## config.mk

```make
export PLATFORM = sky130hd
export DESIGN_NAME = tbac_core
export DESIGN_NICKNAME = d
export VERILOG_FILES = /design/src/logic/tbac_pkg.sv /design/src/logic/tbac_core.sv
export SDC_FILE = /design/constraint.sdc
export NUM_CORES = 2
export LEC_CHECK = 0
export CORE_MARGIN = 1
export CORE_UTILIZATION = 25
export DETAILED_ROUTE_END_ITERATION = 6
export DONT_BUFFER_PORTS = 1
export GPL_TIMING_DRIVEN = 0
export PLACE_DENSITY = 0.4
export REMOVE_ABC_BUFFERS = 1
export SLEW_MARGIN = 20
export SYNTH_ARGS = -nofsm -noshare
export SYNTH_HDL_FRONTEND = slang
export SYNTH_SLANG_ARGS = --single-unit
```

## constraint.sdc

```tcl
create_clock -name clk_i -period 5.96 [get_ports clk_i]
set_input_delay 1.192 -clock clk_i [delete_from_list [all_inputs] [get_ports clk_i]]
set_output_delay 1.192 -clock clk_i [all_outputs]
set_load 0.01 [all_outputs]
```

## src/logic/tbac_pkg.sv

```systemverilog
// Constants, register map and carrier types of the token bus access core.
// Assumes a 50 MHz station clock and a 10 Mb/s network symbol rate.
package tbac_pkg;
	// Station clock and symbol timing
	localparam int CLK_NS = 20;
	localparam int SYMBOL_NS = 100;
	localparam int SYM_CLKS = SYMBOL_NS / CLK_NS;
	localparam logic [7:0] SYM_LAST = 8'(SYM_CLKS - 1);
	localparam int OCT_SYMS = 8;
	// Protocol constants
	localparam int ADDR_LEN = 16;
	localparam int ADDR_PAIRS = ADDR_LEN / 2;
	localparam logic [4:0] PASS_MAX = 5'(ADDR_LEN / 2 + 1);
	localparam int MAX_FRAME = 8191;
	localparam logic [12:0] MAX_DU = 13'(MAX_FRAME - (5 + 2 * ADDR_LEN / 8));
	localparam int MAX_ACC_CLASS = 6;
	localparam int RING_MAINT_CLASS = -2;
	localparam logic [2:0] FAULT_MAX = 3'h7;
	localparam logic [12:0] SLOT_MIN = 13'h0001;
	localparam logic [7:0] SOL_MIN = 8'h10;
	localparam logic [2:0] RETRY_RST = 3'h3;
	localparam logic [2:0] IDLE_LOW = 3'h6;
	localparam logic [2:0] IDLE_OTH = 3'h7;
	localparam int N_TMR = 4;
	localparam int FCS_OCT = 4;
	localparam logic [31:0] CRC_POLY = 32'h04c11db7;
	localparam logic [1:0] FID_CTRL = 2'h0;
	localparam logic [7:0] CLAIM_FILL = 8'hff;
	// Register byte offsets
	localparam logic [7:0] OFF_CTRL = 8'h00;
	localparam logic [7:0] OFF_CFG = 8'h04;
	localparam logic [7:0] OFF_STAT = 8'h08;
	localparam logic [7:0] OFF_DLY = 8'h0c;
	localparam logic [7:0] OFF_FC = 8'h10;
	localparam logic [7:0] OFF_TXLEN = 8'h14;
	localparam logic [7:0] OFF_ISTA = 8'h18;
	localparam logic [7:0] OFF_ISLOT = 8'h1c;
	localparam logic [7:0] OFF_ISOL = 8'h20;
	localparam logic [7:0] OFF_IRET = 8'h24;
	localparam logic [7:0] OFF_IHOLD = 8'h28;
	localparam logic [7:0] OFF_IRMT = 8'h2c;
	localparam logic [7:0] OFF_IRING = 8'h30;
	localparam logic [7:0] OFF_ITRT0 = 8'h34;
	localparam logic [7:0] OFF_TMR0 = 8'h44;
	localparam logic [7:0] OFF_OP1 = 8'h54;
	localparam logic [7:0] OFF_OP2 = 8'h58;
	// Control, config and timer-start bit positions
	localparam int CB_INIT = 0;
	localparam int CB_OFF = 1;
	localparam int CB_SEND = 2;
	localparam int CB_CLAIM = 3;
	localparam int CB_FINC = 4;
	localparam int CB_FCLR = 5;
	localparam int CB_PCLR = 6;
	localparam int CB_KINC = 7;
	localparam int CB_RPOP = 8;
	localparam int CF_LOW = 0;
	localparam int CF_UNDER = 1;
	localparam int CF_OMIT = 2;
	localparam int CF_GRAN = 4;
	localparam int TB_RMT = 30;
	localparam int TB_TRT = 31;
	// Line symbols toward the physical layer
	typedef enum logic [2:0] {
		SYM_ZERO = 3'h0,
		SYM_ONE = 3'h1,
		SYM_NDATA = 3'h2,
		SYM_PAD = 3'h3,
		SYM_BAD = 3'h4,
		SYM_SIL = 3'h5
	} tbac_sym_e;
	typedef enum logic [3:0] {
		TX_IDLE = 4'h1,
		TX_FC = 4'h2,
		TX_BODY = 4'h4,
		TX_FCS = 4'h8
	} tbac_tx_e;
	// Frame control octet
	typedef struct packed {
		logic [2:0] pri;
		logic [2:0] act;
		logic [1:0] fid;
	} tbac_fc_s;
	// Classic Wishbone request
	typedef struct packed {
		logic cyc;
		logic stb;
		logic we;
		logic [7:0] adr;
		logic [3:0] sel;
		logic [31:0] dat;
	} tbac_wb_s;
endpackage

```

## src/logic/tbac_core.sv

```systemverilog
// Token bus access core: station parameters, timers, sort delays, transmitter.
// Assumes a classic Wishbone master and a MAC user on clk_i, PHY rx on a pin.
//
// Operation
// - Init copies every station parameter to working set
// - Own transmissions never count as heard traffic
// - All conditions evaluated together each cycle
// - Frame 8191 octets, data unit capped
// - Pass counters stop at half address plus one
// - Access classes up to 6, -2 maintenance
// - Fault count seven means failed transmitter
// - Symbol from rate, octet eight symbols
// - Slot time one octet up to 8191
// - Solicit count maximum between 16 and 255
// - Retry limit 0 to 7, typically 3
// - High priority hold time 16-bit unsigned
// - Rotation targets per class, 21-bit range
// - Timers count down, expired at zero
// - Frame control octet class, type, action, priority
// - Claim data unit 0,2,4,6 slot times
// - Bus idle limit 6 lowest, else 7
// - Response delay 0 below holder, else 1
// - Contention delay is complemented address pair
// - Symbol stream out, optional checksum omission
// - Four pending queues, one-entry response queue
// - Six distinct line symbols
// - Claim pass counter steps at the start of each claim
`timescale 1ns/1ps
module tbac_core
	import tbac_pkg::*;
(
	// Clock, reset, enable
	input wire logic clk_i,
	input wire logic rst_i,
	input wire logic ce_i,
	// Register bus
	input wire tbac_wb_s wb_i,
	output logic [31:0] wb_dat_o,
	output logic wb_ack_o,
	// MAC user
	input wire logic [3:0] pend_i,
	input wire logic rsp_push_i,
	input wire logic [7:0] tx_oct_i,
	output logic tx_take_o,
	output logic rsp_full_o,
	// Physical layer
	input wire logic [2:0] phy_rx_i,
	output tbac_sym_e phy_tx_o
);

	typedef struct packed {
		logic ack;
		logic [31:0] rdat;
		logic on;
		logic [15:0] ista;
		logic [12:0] islot;
		logic [7:0] isol;
		logic [2:0] iret;
		logic [15:0] ihold;
		logic [3:0][20:0] itrt;
		logic [20:0] irmt;
		logic iring;
		logic [15:0] sta;
		logic [12:0] slot;
		logic [7:0] sol;
		logic [2:0] ret;
		logic [15:0] hold;
		logic [3:0][20:0] trt;
		logic [20:0] rmt;
		logic ring;
		logic low;
		logic under;
		logic omit;
		logic [3:0] gran;
		logic [3:0][20:0] tmr;
		logic [7:0] div;
		logic [2:0] symn;
		logic [12:0] slotn;
		logic [4:0] ccnt;
		logic [4:0] kcnt;
		logic [2:0] fault;
		logic [7:0] fc;
		logic [12:0] txlen;
		tbac_tx_e tx;
		logic claim;
		logic [2:0] bitn;
		logic [15:0] left;
		logic [7:0] sh;
		logic [31:0] crc;
		tbac_sym_e sym;
		logic rsp;
		logic [2:0] r1;
		logic [2:0] r2;
		logic [2:0] r3;
		logic heard;
		logic last;
		logic [2:0] own;
	} tbac_st_s;

	function automatic tbac_st_s rst_val();
		tbac_st_s v;
		v = '0;
		v.islot = SLOT_MIN;
		v.isol = SOL_MIN;
		v.iret = RETRY_RST;
		v.slot = SLOT_MIN;
		v.sol = SOL_MIN;
		v.ret = RETRY_RST;
		v.tx = TX_IDLE;
		v.sym = SYM_SIL;
		v.r1 = SYM_SIL;
		v.r2 = SYM_SIL;
		v.r3 = SYM_SIL;
		return v;
	endfunction

	localparam tbac_st_s RST = rst_val();

	function automatic logic [31:0] bmerge(logic [31:0] o, logic [31:0] n, logic [3:0] s);
		logic [31:0] r;
		r = o;
		for (int b = 0; b < 4; b++) begin
			if (s[b]) begin
				r[8*b +: 8] = n[8*b +: 8];
			end
		end
		return r;
	endfunction

	// Address bit pair picked by a sort cycle, most significant pair first
	function automatic logic [1:0] apair(logic [15:0] a, logic [4:0] c);
		logic [2:0] i;
		i = 3'(ADDR_PAIRS - 1) - c[2:0];
		if (c >= 5'(ADDR_PAIRS)) begin
			return 2'h0;
		end
		return a[{i, 1'b0} +: 2];
	endfunction

	tbac_st_s q;
	tbac_st_s d;
	tbac_fc_s fcv;
	logic take;
	logic sgo;
	logic cgo;
	logic req;
	logic wr;
	logic symt;
	logic octt;
	logic slott;
	logic [3:0] tt;
	logic [3:0] tw;
	logic [3:0] texp;
	logic [31:0] rv;
	logic [31:0] wd;
	logic [31:0] ncrc;
	logic [2:0] cs;
	logic [1:0] cont;
	logic [2:0] idle;
	logic rdly;
	logic [15:0] clen;

	////////////////////////////////////////////////////////////////////////////
	// Symbol, octet and slot ticks
	assign symt = q.div == SYM_LAST;
	assign octt = symt && q.symn == 3'(OCT_SYMS - 1);
	assign slott = octt && q.slotn == '0;

	for (genvar g = 0; g < N_TMR; g++) begin : g_tick
		assign tt[g] = q.gran[g] ? slott : octt;
		assign texp[g] = q.tmr[g] == '0;
	end

	// Sort and contention delay functions
	assign cs = {apair(q.sta, q.ccnt), 1'b0};
	assign cont = ~apair(q.sta, q.kcnt);
	assign idle = q.low ? IDLE_LOW : IDLE_OTH;
	assign rdly = !q.under;
	assign clen = 16'(cs) * 16'(q.slot);
	assign fcv = q.fc;

	////////////////////////////////////////////////////////////////////////////
	// Next state, every condition from the same present state
	always_comb begin
		d = q;
		take = 1'b0;
		tw = '0;
		sgo = 1'b0;
		cgo = 1'b0;
		ncrc = '0;
		req = wb_i.cyc && wb_i.stb;
		wr = req && wb_i.we && q.ack;
		case (wb_i.adr)
			OFF_CFG: rv = {24'h0, q.gran, 1'b0, q.omit, q.under, q.low};
			OFF_STAT: rv = {19'h0, q.fault, q.rsp, |pend_i, texp, q.heard,
				q.fault == FAULT_MAX, q.tx != TX_IDLE, q.on};
			OFF_DLY: rv = {3'h0, rdly, 1'b0, idle, 2'h0, cont, 1'b0, cs,
				3'h0, q.kcnt, 3'h0, q.ccnt};
			OFF_FC: rv = {23'h0, fcv.fid != FID_CTRL, q.fc};
			OFF_TXLEN: rv = {19'h0, q.txlen};
			OFF_ISTA: rv = {16'h0, q.ista};
			OFF_ISLOT: rv = {19'h0, q.islot};
			OFF_ISOL: rv = {24'h0, q.isol};
			OFF_IRET: rv = {29'h0, q.iret};
			OFF_IHOLD: rv = {16'h0, q.ihold};
			OFF_IRMT: rv = {11'h0, q.irmt};
			OFF_IRING: rv = {31'h0, q.iring};
			OFF_OP1: rv = {3'h0, q.slot, q.sta};
			OFF_OP2: rv = {4'h0, q.ring, q.ret, q.sol, q.hold};
			default: rv = '0;
		endcase
		for (int i = 0; i < N_TMR; i++) begin
			if (wb_i.adr == OFF_ITRT0 + 8'(4 * i)) begin
				rv = {11'h0, q.itrt[i]};
			end
			if (wb_i.adr == OFF_TMR0 + 8'(4 * i)) begin
				rv = {11'h0, q.tmr[i]};
			end
		end
		wd = bmerge(rv, wb_i.dat, wb_i.sel);

		// Bus answer one cycle after the request
		d.ack = req && !q.ack;
		if (req && !q.ack) begin
			d.rdat = rv;
		end

		// Receive path, own frames masked
		d.r1 = phy_rx_i;
		d.r2 = q.r1;
		d.r3 = q.r2;
		// Own symbols still in the synchroniser after the frame ends
		d.own = {q.own[1:0], q.tx != TX_IDLE};
		if (req && !wb_i.we && q.ack && wb_i.adr == OFF_STAT) begin
			d.heard = 1'b0;
		end
		if (q.r2 == q.r3 && q.r3 != SYM_SIL && q.tx == TX_IDLE && q.own == '0) begin
			d.heard = 1'b1;
		end

		// Tick dividers
		d.div = symt ? '0 : q.div + 8'h1;
		if (symt) begin
			d.symn = q.symn + 3'h1;
		end
		if (octt) begin
			d.slotn = slott ? q.slot - 13'h1 : q.slotn - 13'h1;
		end

		// Down-counting timers
		for (int i = 0; i < N_TMR; i++) begin
			if (tt[i] && !texp[i]) begin
				d.tmr[i] = q.tmr[i] - 21'h1;
			end
		end

		// Register writes
		if (wr) begin
			case (wb_i.adr)
				OFF_CTRL: begin
					if (wd[CB_INIT] && !q.on) begin
						d.on = 1'b1;
						d.sta = q.ista;
						d.slot = q.islot;
						d.sol = q.isol;
						d.ret = q.iret;
						d.hold = q.ihold;
						d.trt = q.itrt;
						d.rmt = q.irmt;
						d.ring = q.iring;
						d.slotn = '0;
					end
					if (wd[CB_OFF]) begin
						d.on = 1'b0;
					end
					sgo = wd[CB_SEND];
					cgo = wd[CB_CLAIM];
					if (wd[CB_FINC] && q.fault != FAULT_MAX) begin
						d.fault = q.fault + 3'h1;
					end
					if (wd[CB_FCLR]) begin
						d.fault = '0;
					end
					if (wd[CB_PCLR]) begin
						d.ccnt = '0;
						d.kcnt = '0;
					end
					if (wd[CB_KINC] && q.kcnt != PASS_MAX) begin
						d.kcnt = q.kcnt + 5'h1;
					end
					if (wd[CB_RPOP]) begin
						d.rsp = 1'b0;
					end
				end
				OFF_CFG: begin
					d.low = wd[CF_LOW];
					d.under = wd[CF_UNDER];
					d.omit = wd[CF_OMIT];
					d.gran = wd[CF_GRAN +: N_TMR];
				end
				OFF_FC: d.fc = wd[7:0];
				OFF_TXLEN: d.txlen = wd[12:0] > MAX_DU ? MAX_DU : wd[12:0];
				OFF_ISTA: d.ista = wd[15:0];
				OFF_ISLOT: d.islot = wd[12:0] < SLOT_MIN ? SLOT_MIN : wd[12:0];
				OFF_ISOL: d.isol = wd[7:0] < SOL_MIN ? SOL_MIN : wd[7:0];
				OFF_IRET: d.iret = wd[2:0];
				OFF_IHOLD: d.ihold = wd[15:0];
				OFF_IRMT: d.irmt = wd[20:0];
				OFF_IRING: d.iring = wd[0];
				default: ;
			endcase
			// Rotation targets for classes -2, 0, 2, 4 by index
			for (int i = 0; i < N_TMR; i++) begin
				if (wb_i.adr == OFF_ITRT0 + 8'(4 * i)) begin
					d.itrt[i] = wd[20:0];
				end
				if (wb_i.adr == OFF_TMR0 + 8'(4 * i)) begin
					tw[i] = 1'b1;
					if (wd[TB_TRT]) begin
						d.tmr[i] = q.trt[i];
					end else if (wd[TB_RMT]) begin
						d.tmr[i] = q.rmt;
					end else begin
						d.tmr[i] = wd[20:0];
					end
				end
			end
		end

		// Response queue, push wins over pop
		if (rsp_push_i) begin
			d.rsp = 1'b1;
		end

		////////////////////////////////////////////////////////////////////////
		// Transmitter, one symbol per symbol time
		case (q.tx)
			TX_IDLE: begin
				d.sym = SYM_SIL;
				if ((sgo || cgo) && q.on) begin
					d.tx = TX_FC;
					d.sh = q.fc;
					d.bitn = '0;
					d.crc = '1;
					d.claim = cgo;
					d.left = cgo ? clen : 16'(q.txlen);
					if (cgo && q.ccnt != PASS_MAX) begin
						d.ccnt = q.ccnt + 5'h1;
					end
				end
			end
			TX_FC, TX_BODY, TX_FCS: begin
				if (symt && q.last) begin
					d.tx = TX_IDLE;
					d.sym = SYM_SIL;
					d.last = 1'b0;
				end else if (symt) begin
					d.sym = q.sh[0] ? SYM_ONE : SYM_ZERO;
					d.sh = q.sh >> 1;
					d.bitn = q.bitn + 3'h1;
					ncrc = {q.crc[30:0], 1'b0} ^ ((q.sh[0] ^ q.crc[31]) ? CRC_POLY : '0);
					if (q.tx != TX_FCS) begin
						d.crc = ncrc;
					end
					if (q.bitn == 3'(OCT_SYMS - 1)) begin
						if (q.tx != TX_FCS && q.left != '0) begin
							d.tx = TX_BODY;
							d.left = q.left - 16'h1;
							d.sh = q.claim ? CLAIM_FILL : tx_oct_i;
							take = !q.claim;
						end else if (q.tx != TX_FCS && !(q.omit && !q.claim)) begin
							d.tx = TX_FCS;
							d.left = 16'(FCS_OCT - 1);
							d.crc = ~ncrc;
							d.sh = ~ncrc[31:24];
						end else if (q.tx == TX_FCS && q.left != '0) begin
							d.left = q.left - 16'h1;
							d.crc = {q.crc[23:0], 8'h0};
							d.sh = q.crc[23:16];
						end else begin
							// Last symbol stands a full symbol time
							d.last = 1'b1;
						end
					end
				end
			end
			default: d.tx = TX_IDLE;
		endcase

		// Fault limit takes the station offline
		if (q.fault == FAULT_MAX) begin
			d.on = 1'b0;
		end
	end

	always_ff @(posedge clk_i) begin
		if (rst_i) begin
			q <= RST;
		end else if (ce_i) begin
			q <= d;
		end
	end

	assign wb_dat_o = q.rdat;
	assign wb_ack_o = q.ack;
	assign tx_take_o = take && ce_i;
	assign rsp_full_o = q.rsp;
	assign phy_tx_o = q.sym;

	////////////////////////////////////////////////////////////////////////////
	// Checks
	a_init_copy: assert property (@(posedge clk_i) disable iff (rst_i)
		$rose(q.on) |-> q.sta == $past(q.ista) && q.slot == $past(q.islot))
		else $error("station address not loaded at init");

	a_init_rest: assert property (@(posedge clk_i) disable iff (rst_i)
		$rose(q.on) |-> q.ret == $past(q.iret) && q.rmt == $past(q.irmt)
			&& q.trt == $past(q.itrt) && q.ring == $past(q.iring))
		else $error("parameters not loaded at init");

	a_tmr_hold: assert property (@(posedge clk_i) disable iff (rst_i)
		texp[0] && !tw[0] |=> texp[0])
		else $error("expired timer left zero without a start");

	a_tmr_step: assert property (@(posedge clk_i) disable iff (rst_i)
		ce_i && tt[0] && !texp[0] && !tw[0] |=> q.tmr[0] == $past(q.tmr[0]) - 21'h1)
		else $error("timer did not step down on its tick");

	a_fault_off: assert property (@(posedge clk_i) disable iff (rst_i)
		ce_i && q.fault == FAULT_MAX |=> !q.on)
		else $error("station online with fault limit reached");

	a_slot_min: assert property (@(posedge clk_i) disable iff (rst_i)
		q.islot >= SLOT_MIN && q.slot >= SLOT_MIN)
		else $error("slot time below one octet");

	a_sol_min: assert property (@(posedge clk_i) disable iff (rst_i)
		q.isol >= SOL_MIN)
		else $error("solicit count below minimum");

	a_own_quiet: assert property (@(posedge clk_i) disable iff (rst_i)
		q.tx != TX_IDLE && !q.heard |=> !q.heard)
		else $error("own transmission counted as heard");

	a_claim_step: assert property (@(posedge clk_i) disable iff (rst_i)
		ce_i && cgo && q.on && q.tx == TX_IDLE && q.ccnt != PASS_MAX
			|=> q.ccnt == $past(q.ccnt) + 5'h1 && q.left == $past(clen))
		else $error("claim pass count or length wrong");

	a_len_cap: assert property (@(posedge clk_i) disable iff (rst_i)
		q.txlen <= MAX_DU && q.ccnt <= PASS_MAX && q.kcnt <= PASS_MAX)
		else $error("length or pass count over limit");

	a_sil_idle: assert property (@(posedge clk_i) disable iff (rst_i)
		ce_i && q.tx == TX_IDLE ##1 ce_i && q.tx == TX_IDLE |=> phy_tx_o == SYM_SIL)
		else $error("line not silent while idle");

endmodule

```

Word-level counts from Yosys, hierarchy flattened
Index checks and enable logic that the tools add are counted.
{ "word_totals": {"ff_bits": 589, "latch_bits": 0, "mem_bits_rw": 0, "mem_bits_ro": 0, "in_bits": 66, "output_inout_bits": 38, "elab_cells": 336, "memories": 0} }
{ "classes": {"addsub": 15, "n_mul": 1, "div": 0, "n_lt_le_gt_ge": 5, "n_eq_ne": 48, "shift": 2, "muxes": 116, "n_bitwise": 5, "n_reduce_logical": 89} }
{ "op_table": {"columns": ["operator", "n"], "rows": [
  ["two-way mux 416 bit", 1],
  ["case mux 29 bit (14 select lines)", 1],
  ["two-way mux 21 bit", 18],
  ["two-way mux 162 bit", 2],
  ["two-way mux 32 bit", 10],
  ["two-way mux 56 bit", 3],
  ["case mux 62 bit (2 select lines)", 1],
  ["two-way mux 13 bit", 7],
  ["logical NOT 21 bit", 4],
  ["subtractor 21 x 1 -> 21 bit, second input constant", 4],
  ["equality test 8 x 6 -> 1 bit, second input constant", 8],
  ["two-way mux 64 bit", 1],
  ["two-way mux 8 bit", 8],
  ["two-way mux 62 bit", 1],
  ["two-way mux 59 bit", 1],
  ["equality test 8 x 7 -> 1 bit, second input constant", 7],
  ["two-way mux 16 bit", 3],
  ["AND reduction 3 bit", 16],
  ["two-way mux 47 bit", 1],
  ["two-way mux 1 bit", 34],
  ["equality test 8 x 5 -> 1 bit, second input constant", 4],
  ["NOT 32 bit", 1],
  ["indexed part select 16 x 5 -> 2 bit", 2],
  ["bitwise XOR 32 x 27 -> 32 bit", 1],
  ["53 further kinds", 142]
]} }

Longest topological paths before layout
{ "depth": {"word_depth": 22, "depth_mapped": 17, "ltp_nobuf": 16} }

Worst setup path after synthesis
OpenSTA, ideal clock, no wires.
{ "synth_path": {"kind": "in2reg", "from": "input wb_i[36] (netlist name)", "to": "register q[77] (netlist name)", "setup_ns": 0.128, "arrival_time_ns": 3.672, "t_required_ns": 5.832, "setup_slack_ns": 2.161, "path_stages": 12, "n_path_buf": 4, "path_cell_list": "buf_4 or4b_4 buf_2 nor2_1 a21oi_1 a21o_1 a31o_1 buf_6 a2111oi_4 buf_6 mux2i_1 nor2_1"} }
{ "synth_between": {"elab_chain_len": 16, "word_cells_on_any_way": 40, "cone_classes": "eq/ne: 22; mux: 14; reduce/logical: 4"} }
{ "synth_lines": {"columns": ["element", "line_no", "text"], "rows": [
  ["start, declared", "tbac_core.sv:37", "input wire tbac_wb_s wb_i,"],
  ["equality test 8 x 7 -> 1 bit, or another cell as far along", "tbac_core.sv:193", "case (wb_i.adr)"],
  ["case mux 29 bit (14 select lines)", "tbac_core.sv:193", null],
  ["two-way mux 32 bit", "tbac_core.sv:213", "if (wb_i.adr == OFF_ITRT0 + 8'(4 * i)) begin"],
  ["two-way mux 32 bit", "tbac_core.sv:216", "if (wb_i.adr == OFF_TMR0 + 8'(4 * i)) begin"],
  ["two-way mux 32 bit", "tbac_core.sv:213", null],
  ["two-way mux 32 bit", "tbac_core.sv:216", null],
  ["two-way mux 32 bit", "tbac_core.sv:213", null],
  ["two-way mux 32 bit", "tbac_core.sv:216", null],
  ["two-way mux 32 bit", "tbac_core.sv:213", null],
  ["two-way mux 32 bit", "tbac_core.sv:216", null],
  ["two-way mux 8 bit", "tbac_core.sv:123", "if (s[b]) begin"],
  ["two-way mux 1 bit", "tbac_core.sv:259", "case (wb_i.adr)"],
  ["two-way mux 1 bit", "tbac_core.sv:258", "if (wr) begin"],
  ["logical OR 1 bit", "tbac_core.sv:340", "if ((sgo || cgo) && q.on) begin"],
  ["logical AND 1 bit", "tbac_core.sv:340", null],
  ["AND reduction 3 bit (no source line)", null, null],
  ["end signal, assigned", "tbac_core.sv:398", "q <= RST;"],
  ["end signal, assigned", "tbac_core.sv:400", "q <= d;"],
  ["end, declared", "tbac_core.sv:140", "tbac_st_s q;"]
]} }
Several ways; a longest one is shown, not always the timed one.
A chain may end at the register's enable or synchronous reset.

Final worst setup path
{ "layout_path": {"from": "input wb_i[39] (netlist name)", "to": "register q[189] (netlist name)"} }
{ "layout_between": {"elab_chain_len": 15, "word_cells_on_any_way": 37, "cone_classes": "eq/ne: 22; mux: 15"} }
{ "layout_lines": {"columns": ["element", "line_no", "text"], "rows": [
  ["equality test 8 x 7 -> 1 bit, or another cell as far along", "tbac_core.sv:193", null],
  ["case mux 29 bit (14 select lines)", "tbac_core.sv:193", null],
  ["two-way mux 32 bit", "tbac_core.sv:213", null],
  ["two-way mux 32 bit", "tbac_core.sv:216", null],
  ["two-way mux 32 bit", "tbac_core.sv:213", null],
  ["two-way mux 32 bit", "tbac_core.sv:216", null],
  ["two-way mux 32 bit", "tbac_core.sv:213", null],
  ["two-way mux 32 bit", "tbac_core.sv:216", null],
  ["two-way mux 32 bit", "tbac_core.sv:213", null],
  ["two-way mux 32 bit", "tbac_core.sv:216", null],
  ["two-way mux 8 bit", "tbac_core.sv:123", null],
  ["two-way mux 21 bit", "tbac_core.sv:321", "end else if (wd[TB_RMT]) begin"],
  ["two-way mux 21 bit", "tbac_core.sv:319", "if (wd[TB_TRT]) begin"],
  ["two-way mux 21 bit *", "tbac_core.sv:317", "if (wb_i.adr == OFF_TMR0 + 8'(4 * i)) begin"],
  ["two-way mux 416 bit *", "tbac_core.sv:258", null]
]} }
Every way passes the cells marked *; elsewhere a longest branch is shown, timed or not. The select of a mux whose other input is x is not followed.

==> results.cfg <==
[pwr]
fin_total_pwr_w = 0.00925
p_leak_nw = 11.8
irDropWorstVdd_uv = 214
p_per_area_nw_per_um2 = 254

[setup_path]
worstSetupStartpointType = primary input
worstPathArrival_ns = 6.52
critPathRequiredTime_ns = 6.55
slowest_stage = o21a_1
critPathTopFamily = compound AO/OA/AOI/OAI gates
cp.buffers_inverters = 2
critPathMaxFanout = 37
cp_common_cell = o21ai_0
critPathCaptureType = flop
path_class = primary input to flop
path_cells = nor4bb_4 > buf_6 > buf_4 > nand2_1 > a21oi_2 > o21ai_0 > o21ai_1 > o21a_1 > o21ai_0 > a21o_1 > a21oi_1
critPathMaxStageDelay_ns = 0.90

[clock_tree]
clockBufferDepth = 3
clkTransAtPathRegs_ns = 0.06
cts_tree = done
numCtsBuffers = 78
cts.repair.resized = 0
cts-root-buf = clkbuf_16
postCtsHoldBufs = 0
cts_sinks = 585
clock_latency_ns = 0.70
post_cts.repair.setup_buffers = 0
cts_max_level = 3

[route]
viasPerCell = 5.57
num_vias = 32000
first_pass_iters = 7
drt_iter0_drc = 3438
routed_wl_mm = 154
drc_errors = 0
avgRoutedWirePerCell_um = 26.8
ant_nets = 0

[logic_synthesis]
yosysWarnings = 0
synth_area_leader_cell = dfxtp_1
synth_area_leaders = dfxtp_1, nand2_1, a21oi_1
synth_seq_cells = 585
syn_inst = 4240
ys_types = 101
synth-async-reset-ratio_pct = 0
synth_area_um2 = 32000
synth_flop_cell = dfxtp_1
yosysTopAreaCellShare_pct = 36.5
avgSynthCellArea_um2 = 7.56
synth_edf_count = 0
ys_seq_area_share_pct = 36.5

[floorplanning]
rows = 131
num_io_pins = 104
start_util_pct = 25.2
placeableCoreArea_um2 = 127000
die-height_um = 360
die_w_um = 360
dieArea_um2 = 130000

[sta]
finalSetupViolCount = 0
finalHoldViolCount = 0
drv_slew = 415
min_period_ns = 5.93
slew_headroom_pct = -68.8
whs_ns = 0.449
tightest_slew_ns = 2.53
fin_crit_sh_pct = 99.5
finClkSkew_ns = 0.0358
rsz0062_at_grt = no
clock.fmax_ghz = 0.169

[global_route]
grtUsageTotal_pct = 23.1
grt_start_max_net_pins = 545
grt.overflow.total = 0
grt_pass1_wl_mm = 222
antenna_found_initial = 10
grt_pass1_vias = 30000

[finish]
regArea_um2 = 11700
final_cell_mix = nand2_1, dfxtp_1, a21oi_1
multiInputGateArea_um2 = 18700
area_growth_pct = 13.9
nets = 4126
fill_cells = 13700
drive_above_1_share_pct = 9.62
final_common_cell = nand2_1

[flow_run]
max-cap-violations = 0

[placement]
port_buffers = 0
hpwl_mm = 108
place.gp.congestion = 0.917

[outcome]
outcome = complete, but fails checks
violations = max-slew violations

[min_path]
hp-class = flop to flop
## where the power goes
group	leakage [nW]	switching, W	internal, W
registers	4.71	0.0000113	0.00392
logic	5.84	0.000297	0.000104
clock network	1.28	0.00198	0.00294
## layer usage
metal | track usage (%) | part of all wire, %
met3 | 3.74 | 6.6
met5 | 0 | 0.051
met2 | 35.8 | 44
met4 | 10.7 | 4.7
met1 | 31.1 | 44
## worst reg2reg max path, cell delays in order, from the launching register on
cell and delay [ns]:
dfxtp_1 0.37, or4_1 0.69, nor4_1 0.96, nand2_1 0.18, o2bb2ai_1 0.29, o31ai_1 0.21, a21oi_1 0.97, o21a_2 0.75
o211ai_1 0.51, a21oi_1 0.27
## per-stage QoR
stage          utilization, %  instances  instance area [um2]  TNS [ns]  worst slack, ns
2_1_floorplan               -       3861                30300   -408.46            -2.42
3_3_place_gp             25.4       5523                32300  -3788.79           -12.45
3_5_place_dp             26.6       5608                33900    -11.12           -0.422
4_1_cts                  28.6       5746                36500         0            0.316
5_1_grt                  28.7       5746                36500         0            0.102
6_report                 28.7       5750                36500         0           0.0296
## state kept, by name, summed over array words and instances (netlist names)
signal / flops
fcv: 8
d: 8
rsp_full_o: 1
wb_ack_o: 1
wb_dat_o: 29
phy_tx_o: 2
q: 536
## cell usage after synthesis, drive strengths merged, types with 25 or more instances
cell and instances:
a21oi 554, clkbuf 233, buf 149, inv 59, a31oi 51, mux2 33
a221oi 29, a22oi 71, nor4 51, mux2i 65, nand2 749, and3 27
ha 33, o21ai 159, dfxtp 585, nand2b 36, a211oi 166, and2 33
nor2 438, nand3 75, nor3 126, o221ai 25, o22ai 71
## logic make-up (layout without fill, tap and decap cells)
logic type	count (synthesis)	in the layout	share of synthesized area, %
AND/OR/NAND/NOR	1672	1672	23.5
AO/OA/AOI/OAI	1359	1359	27.4
flip-flops	585	585	36.5
buffers and inverters	443	284	6.31
multiplexers	108	108	3.89
XOR/XNOR	38	38	1.04
adder cells (fa/ha/maj)	34	34	1.35
other	1	8	0.0117
## final timing paths
path                  from      to  slack [ns]  cells after the start
setup / recovery  wb_i[39]  q[189]        0.03                     11
hold / removal      q[251]  q[251]        0.45                      2
setup reg to reg    q[142]  q[207]        0.68                      9
hold reg to reg     q[251]  q[251]        0.45                      2
## final cells by class
| type | instances | share of cell area [%] |
|---|---|---|
| repair buffers | 85 | 3.08 |
| flip-flops and latches | 585 | 32.1 |
| clock inverters | 22 | 0.799 |
| diodes | 4 | 0.0274 |
| well taps | 1662 | 5.70 |
| clock buffers | 116 | 6.35 |
| inverters | 61 | 0.648 |
| multi-input cells | 3215 | 51.3 |
Power figures use the tool's default switching activity.
